`src/logic/ssa_pkg.sv`:
```
// package: opcodes, flag layout and timing figures of the alu block
package ssa_pkg;
    localparam int SSA_CLK_MHZ = 100;
    // opcodes
    localparam logic [7:0] SSA_OP_SUB_RR = 8'h22;
    localparam logic [7:0] SSA_OP_SUB_RIR = 8'h23;
    localparam logic [7:0] SSA_OP_SUB_GG = 8'h24;
    localparam logic [7:0] SSA_OP_SUB_GIG = 8'h25;
    localparam logic [7:0] SSA_OP_SUB_GIM = 8'h26;
    localparam logic [7:0] SSA_OP_SWP_G = 8'hF0;
    localparam logic [7:0] SSA_OP_SWP_IG = 8'hF1;
    localparam logic [7:0] SSA_OP_TCM_RR = 8'h62;
    localparam logic [7:0] SSA_OP_TCM_RIR = 8'h63;
    localparam logic [7:0] SSA_OP_TCM_GG = 8'h64;
    localparam logic [7:0] SSA_OP_TCM_GIG = 8'h65;
    localparam logic [7:0] SSA_OP_TCM_GIM = 8'h66;
    // lengths and cycle figures
    localparam logic [1:0] SSA_LEN_2 = 2'h2;
    localparam logic [1:0] SSA_LEN_3 = 2'h3;
    localparam logic [3:0] SSA_CYC_4 = 4'h4;
    localparam logic [3:0] SSA_CYC_6 = 4'h6;
    // flag reset value
    localparam logic [5:0] SSA_FLAGS_RST = 6'h00;
    // result latency of the execution stage in clk cycles
    localparam int SSA_LAT_CYC = 1;

    typedef enum logic [1:0] {
        SSA_FN_NONE = 2'b00,
        SSA_FN_SUB = 2'b01,
        SSA_FN_SWAP = 2'b10,
        SSA_FN_TCM = 2'b11
    } ssa_fn_t;

    typedef enum logic [2:0] {
        SSA_AM_WR_WR = 3'b000,
        SSA_AM_WR_IWR = 3'b001,
        SSA_AM_REG_REG = 3'b010,
        SSA_AM_REG_IREG = 3'b011,
        SSA_AM_REG_IMM = 3'b100,
        SSA_AM_REG = 3'b101,
        SSA_AM_IREG = 3'b110,
        SSA_AM_NONE = 3'b111
    } ssa_am_t;

    // c z s v d h
    typedef struct packed {
        logic c;
        logic z;
        logic s;
        logic v;
        logic d;
        logic h;
    } ssa_flags_t;

    typedef struct packed {
        ssa_fn_t fn;
        ssa_am_t mode;
        logic [1:0] bytes;
        logic [3:0] cycles;
        logic hit;
    } ssa_dec_t;

    typedef struct packed {
        logic [7:0] opcode;
        logic [7:0] dst;
        logic [7:0] src;
        ssa_flags_t flags;
    } ssa_req_t;

    typedef struct packed {
        logic [7:0] result;
        logic dst_we;
        logic src_we;
        ssa_flags_t flags;
        ssa_dec_t dec;
    } ssa_rsp_t;
endpackage

```
`src/logic/ssa_alu.sv`:
```
// execution stage for subtract, nibble swap and test-complement-mask
`timescale 1ns/10ps
`default_nettype none
// Function
// RL1 - subtract writes destination minus source back to destination
// RL2 - subtract leaves the source untouched; only destination and flags
// RL3 - difference formed by adding two's complement of source in 8 bits
// RL4 - subtract sets carry on borrow out of the byte, else clears
// RL5 - subtract sets sign when the result is negative, else clears
// RL6 - overflow set if operand signs differ and result sign equals source
// RL7 - subtract forces decimal-adjust to 1; half-carry set on nibble borrow
// RL8 - subtract opcodes 22 to 26 with their lengths and cycles
// RL9 - swap exchanges low and high nibble and writes destination
// RL10 - swap opcodes F0 and F1, two bytes, four cycles
// RL11 - swap and test-mask set zero when the result is 0
// RL12 - swap and test-mask copy result bit 7 into sign
// RL13 - test-mask result is inverted destination ANDed with source mask
// RL14 - test-mask writes neither operand, only flags
// RL15 - test-mask clears overflow, keeps carry, decimal-adjust, half-carry
// RL16 - test-mask opcodes 62 to 66 with their lengths and cycles
// RL17 - swap keeps carry, overflow, decimal-adjust and half-carry
// RL18 - subtract result negative means bit 7 of difference is one
module ssa_alu (
    // clock and reset
    input wire logic clk,
    input wire logic reset_n,
    input wire logic clk_en,
    // request from decoder
    input wire logic req_valid,
    input wire ssa_pkg::ssa_req_t req,
    // answer to register file and flag register
    output ssa_pkg::ssa_rsp_t rsp,
    output logic rsp_valid,
    output logic rsp_illegal
);
    import ssa_pkg::*;

    ssa_dec_t dec;
    ssa_rsp_t rsp_nxt;
    logic [8:0] sum9;
    logic [4:0] low5;
    logic [7:0] diff;
    logic [7:0] swp;
    logic [7:0] test_complement_mask_op;

    ssa_decode u_dec (
        .opcode(req.opcode),
        .dec(dec)
    );

    ////////////////////////////////////////////////////////////////////////
    // datapath

    // dst + ~src + 1 in one 8-bit adder with carry out
    assign sum9 = {1'b0, req.dst} + {1'b0, ~req.src} + 9'h001; // see RL3
    assign low5 = {1'b0, req.dst[3:0]} + {1'b0, ~req.src[3:0]} + 5'h01;
    assign diff = sum9[7:0]; // see RL1
    assign swp = {req.dst[3:0], req.dst[7:4]}; // see RL9
    assign test_complement_mask_op = (~req.dst) & req.src; // see RL13

    always_comb begin
        rsp_nxt = '0;
        rsp_nxt.dec = dec;
        rsp_nxt.flags = req.flags;
        case (dec.fn)
            SSA_FN_SUB: begin
                rsp_nxt.result = diff; // see RL1
                rsp_nxt.dst_we = 1'b1; // see RL1
                rsp_nxt.src_we = 1'b0; // see RL2
                rsp_nxt.flags.c = ~sum9[8]; // see RL4
                rsp_nxt.flags.z = (diff == 8'h00);
                rsp_nxt.flags.s = diff[7]; // see RL5 RL18
                rsp_nxt.flags.v = (req.dst[7] ^ req.src[7])
                    & (diff[7] == req.src[7]); // see RL6
                rsp_nxt.flags.d = 1'b1; // see RL7
                rsp_nxt.flags.h = ~low5[4]; // see RL7
            end
            SSA_FN_SWAP: begin
                rsp_nxt.result = swp; // see RL9
                rsp_nxt.dst_we = 1'b1; // see RL9
                rsp_nxt.flags.z = (swp == 8'h00); // see RL11
                rsp_nxt.flags.s = swp[7]; // see RL12
                // c, v, d, h kept from incoming flags; see RL17
            end
            SSA_FN_TCM: begin
                rsp_nxt.result = test_complement_mask_op; // see RL13
                rsp_nxt.dst_we = 1'b0; // see RL14
                rsp_nxt.src_we = 1'b0; // see RL14
                rsp_nxt.flags.z = (test_complement_mask_op == 8'h00); // see RL11
                rsp_nxt.flags.s = test_complement_mask_op[7]; // see RL12
                rsp_nxt.flags.v = 1'b0; // see RL15
            end
            default: begin
                rsp_nxt.result = 8'h00;
            end
        endcase
    end

    ////////////////////////////////////////////////////////////////////////
    // output registers

    always_ff @(posedge clk or negedge reset_n) begin
        if (!reset_n) begin
            rsp <= '{result: 8'h00, dst_we: 1'b0, src_we: 1'b0,
                     flags: SSA_FLAGS_RST, dec: '0};
        end else if (clk_en) begin
            if (req_valid) begin
                rsp <= rsp_nxt;
                if (!dec.hit) begin
                    rsp.dst_we <= 1'b0;
                end
            end else begin
                rsp.dst_we <= 1'b0;
                rsp.src_we <= 1'b0;
            end
        end
    end

    always_ff @(posedge clk or negedge reset_n) begin
        if (!reset_n) begin
            rsp_valid <= 1'b0;
            rsp_illegal <= 1'b0;
        end else if (clk_en) begin
            rsp_valid <= req_valid & dec.hit;
            rsp_illegal <= req_valid & ~dec.hit;
        end
    end
endmodule
`default_nettype wire

```
`src/logic/ssa_decode.sv`:
```
// opcode decoder: function, addressing form, length and cycles
`timescale 1ns/10ps
`default_nettype none
module ssa_decode (
    // opcode in
    input wire logic [7:0] opcode,
    // decoded form
    output ssa_pkg::ssa_dec_t dec
);
    import ssa_pkg::*;

    always_comb begin
        dec = '{fn: SSA_FN_NONE, mode: SSA_AM_NONE, bytes: 2'h0,
                cycles: 4'h0, hit: 1'b0};
        case (opcode)
            SSA_OP_SUB_RR: dec = '{SSA_FN_SUB, SSA_AM_WR_WR,
                SSA_LEN_2, SSA_CYC_4, 1'b1}; // see RL8
            SSA_OP_SUB_RIR: dec = '{SSA_FN_SUB, SSA_AM_WR_IWR,
                SSA_LEN_2, SSA_CYC_6, 1'b1}; // see RL8
            SSA_OP_SUB_GG: dec = '{SSA_FN_SUB, SSA_AM_REG_REG,
                SSA_LEN_3, SSA_CYC_6, 1'b1}; // see RL8
            SSA_OP_SUB_GIG: dec = '{SSA_FN_SUB, SSA_AM_REG_IREG,
                SSA_LEN_3, SSA_CYC_6, 1'b1}; // see RL8
            SSA_OP_SUB_GIM: dec = '{SSA_FN_SUB, SSA_AM_REG_IMM,
                SSA_LEN_3, SSA_CYC_6, 1'b1}; // see RL8
            SSA_OP_SWP_G: dec = '{SSA_FN_SWAP, SSA_AM_REG,
                SSA_LEN_2, SSA_CYC_4, 1'b1}; // see RL10
            SSA_OP_SWP_IG: dec = '{SSA_FN_SWAP, SSA_AM_IREG,
                SSA_LEN_2, SSA_CYC_4, 1'b1}; // see RL10
            SSA_OP_TCM_RR: dec = '{SSA_FN_TCM, SSA_AM_WR_WR,
                SSA_LEN_2, SSA_CYC_4, 1'b1}; // see RL16
            SSA_OP_TCM_RIR: dec = '{SSA_FN_TCM, SSA_AM_WR_IWR,
                SSA_LEN_2, SSA_CYC_6, 1'b1}; // see RL16
            SSA_OP_TCM_GG: dec = '{SSA_FN_TCM, SSA_AM_REG_REG,
                SSA_LEN_3, SSA_CYC_6, 1'b1}; // see RL16
            SSA_OP_TCM_GIG: dec = '{SSA_FN_TCM, SSA_AM_REG_IREG,
                SSA_LEN_3, SSA_CYC_6, 1'b1}; // see RL16
            SSA_OP_TCM_GIM: dec = '{SSA_FN_TCM, SSA_AM_REG_IMM,
                SSA_LEN_3, SSA_CYC_6, 1'b1}; // see RL16
            default: dec = '{fn: SSA_FN_NONE, mode: SSA_AM_NONE,
                bytes: 2'h0, cycles: 4'h0, hit: 1'b0};
        endcase
    end
endmodule
`default_nettype wire

```
`config.mk`:
```
export PLATFORM = sky130hd
export DESIGN_NAME = ssa_alu
export DESIGN_NICKNAME = d
export VERILOG_FILES = /design/src/logic/ssa_pkg.sv /design/src/logic/ssa_alu.sv /design/src/logic/ssa_decode.sv
export SDC_FILE = /design/constraint.sdc
export NUM_CORES = 1
export LEC_CHECK = 0
export BUFFER_PORTS_ARGS = -buffer_cell sky130_fd_sc_hd__clkbuf_2
export CAP_MARGIN = 20
export CORE_UTILIZATION = 35
export DETAILED_ROUTE_END_ITERATION = 10
export GPL_TIMING_DRIVEN = 0
export PLACE_DENSITY = 0.58
export RECOVER_POWER = 100
export SLEW_MARGIN = 20
export SYNTH_ARGS = -nofsm -noshare
export SYNTH_HDL_FRONTEND = slang
export SYNTH_SLANG_ARGS = --single-unit
```
`constraint.sdc`:
```
create_clock -name clk -period 0.8 [get_ports clk]
set_input_delay 0.08 -clock clk [delete_from_list [all_inputs] [get_ports clk]]
set_output_delay 0.08 -clock clk [all_outputs]
set_load 0.01 [all_outputs]
```
==> results.cfg <==
[clock_network]
htreeDepth = 1
clk_path_buf_depth = 2
clk_pin_slew_ns = 0.09
cts_buffers = 3
cts_sinks = 25
tritoncts = yes
cts_root_buffer = clkbuf_8
clk_latency_ns = 0.27

[placed_design]
hpwl_um = 3900
place_area_um2 = 2310
routabilityCongestion = 0.895
io_buffers = 58
dp.cells = 350

[outcome]
outcome = finished with violations
violations = negative hold slack, negative setup slack

[global_routing]
grt_pass1_vias = 1755
antenna_found_initial = 0
grt_max_degree = 26
grt_pass1_wl_um = 8240
overflow = 0
track_usage_pct = 19.8

[die]
rows = 26
dieArea_um2 = 5620
start_util_pct = 36.5
fp.dieW_um = 75.0
ioPinCount = 64
die_y_um = 75.0
core_um2 = 5110

[critical_path]
crit_path_max_incr_delay_ns = 0.43
reg2reg_slack_ns = -0.05
path_cells = clkbuf_2, nand2b_4, or3_4, or2_4, clkinv_4, a21oi_4, ha_4, inv_4, o21ai_2, nor4_1, nand2_1, or4_4, o31ai_2
r2r.worst_path.cells = 2
worstPathArrival_ns = 2.30
cp_slowest_cell = or4_4
start_kind = input pin
worstSetupPathType = in2reg
worst_ep_required_time_ns = 0.99
critical_path.max_fanout = 4
r2r_end = rsp[3]
worstReg2RegStart = rsp[3]
end_kind = flip-flop

[routing]
drt_iter0_markers = 134
route.detailed.drc = 0
wl_um = 5310
postRouteAntennaNets = 0
vias = 1922
viasPerCell = 4.99
wl_per_cell_um = 13.8
drt_first_pass_iters = 4

[finish]
layout-drive-gt1-share_pct = 44.1
fin_nets = 371
layoutNonFillerInstCount = 385
area_growth_pct = 49.8
final_util_pct = 54.7
design_area_um2 = 2790
num_antenna_cells = 0

[flow_run]
cap_violations = 0

[min_path]
hold_class = in2async

[timing]
slew_violations = 0
timing.final.crit_share_pct = 265
grt_setup_unrepaired = yes
skew_ns = 0
setup_violations = 50
min_period_ns = 2.12
fmax_mhz = 473
hold-worst-slack_ns = -0.190
tightest_slew_ns = 0.639
slew_headroom_pct = 57.4
setup_slack_ns = -1.32
hold_viol = 25

[synthesis]
ys_seq_elements = 25
yosysUniqueCellTypes = 43
async_flop_share_pct = 100
syn_area_per_cell_um2 = 8.47
ys_warn_count = 0
syn-instance-count = 220
synth_edf_count = 0
yosysSeqAreaShare_pct = 33.6
ys.flop_type = dfrtp_1
netlist_area_um2 = 1860

[pwr]
finalPower_uw = 3270
pwr_density_cell_nw_per_um2 = 1170
p_leak_uw = 0.00140
peakVddDrop_uv = 585
-- cells in the mapped netlist, drive strengths merged (2+ instances only) --
master  number  area (µm²)
o22ai        2        12.5
nand2       31         116
nor4         4        25.0
nand3        4        20.0
nand2b       3        18.8
nor3         3        15.0
ha          20         250
a222oi       8        80.1
a21o         3        23.8
buf          7        52.6
a21oi       11        55.1
mux2i        3        30.0
o21a         2        15.0
and2         2        12.5
dfrtp       25         626
and3         2        17.5
nor2         7        26.3
clkbuf       8        30.0
nand4        2        12.5
nand3b       2        15.0
o31ai        2        20.0
inv         25        93.8
a31oi        2        12.5
xnor2        5        43.8
or3          2        12.5
o21ai       23         115
xor2         2        17.5
-- cells in the final DEF (no fill, tap or decap), types with 3 or more instances in the layout --
| cell | netlist | final |
|---|---|---|
| clkbuf_2 | 0 | 55 |
| nand2_1 | 31 | 30 |
| buf_4 | 5 | 27 |
| dfrtp_1 | 25 | 25 |
| inv_1 | 24 | 22 |
| buf_6 | 1 | 15 |
| o21ai_1 | 0 | 15 |
| ha_1 | 20 | 14 |
| a21oi_1 | 11 | 9 |
| a222oi_1 | 8 | 8 |
| nor2_1 | 7 | 6 |
| xnor2_1 | 5 | 5 |
| nand3_1 | 4 | 4 |
| o21ai_2 | 0 | 4 |
| clkbuf_8 | 0 | 4 |
| o21ai_0 | 23 | 4 |
| ha_4 | 0 | 4 |
| nor4_1 | 4 | 3 |
| conb_1 | 1 | 3 |
-- area by class of cell --
class | count | area [µm²]
clock inverter | 1 | 5.00
timing repair buffer | 90 | 578
tap | 70 | 87.6
fill | 505 | 2310
inverter | 25 | 104
sequential | 25 | 626
clock buffer | 3 | 41.3
buffer | 14 | 126
multi-input combinational | 157 | 1220
-- cells by family (layout without fill, tap and decap cells) --
kind of cell,Yosys count,in the layout,synth area share [%]
other,1,3,0.201
AOI/OAI and AO/OA,58,58,20.5
xor gates and xnor gates,7,7,3.29
buffers and inverters,40,133,9.46
DFF,25,25,33.6
and+or+nand+nor,65,65,16.8
adders and majority gates,21,21,14.5
muxes,3,3,1.61
-- repair_timing --
action | CTS | global route
setup endpoints to repair | 49 | 52
endpoints found under the hold margin | 25 | 25
cloned | 1 | 0
buffers inserted | 25 | 10
gates resized for setup | 42 | 33
pin swaps | 17 | 15
-- power by group --
part | internal [µW] | switching (µW)
Combinational | 529 | 589
Sequential | 1340 | 47.1
Clock | 349 | 414
-- critical path: cells and delay by family --
family,cells,cell delay [ns]
and+or+nand+nor,6,1.55
buffers and inverters,3,0.20
adders and majority gates,1,0.18
AOI/OAI and AO/OA,3,0.29
-- metal layers --
metal	track usage (%)	up-vias	share of wire, %
met2	35.0	52	50
met4	6.29	0	0.94
li1	-	953	-
met3	1.87	4	3.8
met1	25.3	913	45
met5	0	-	0
-- stage by stage --
| step | setup slack, ns | setup TNS, ns |
|---|---|---|
| 2_1_floorplan | -1.48 | -16.94 |
| 3_3_place_gp | -1.77 | -22.72 |
| 3_5_place_dp | -1.78 | -23.14 |
| 4_1_cts | -1.25 | -20.59 |
| 5_1_grt | -1.31 | -22.07 |
| 6_report | -1.32 | -19.69 |
-- how the worst max path moves through the flow --
stage | start | endpoint
2_1_floorplan | req[25] | rsp[16]
3_3_place_gp | req[25] | rsp[16]
3_5_place_dp | req[25] | rsp[16]
4_1_cts | req[25] | rsp[16]
5_1_grt | req[25] | rsp[16]
6_report | req[25] | rsp[16]
-- flip-flops by register name (all words and copies together), names as in the netlist --
name	count
rsp	23
rsp_illegal	1
rsp_valid	1
Note: power is estimated with default switching activity, not from simulation.
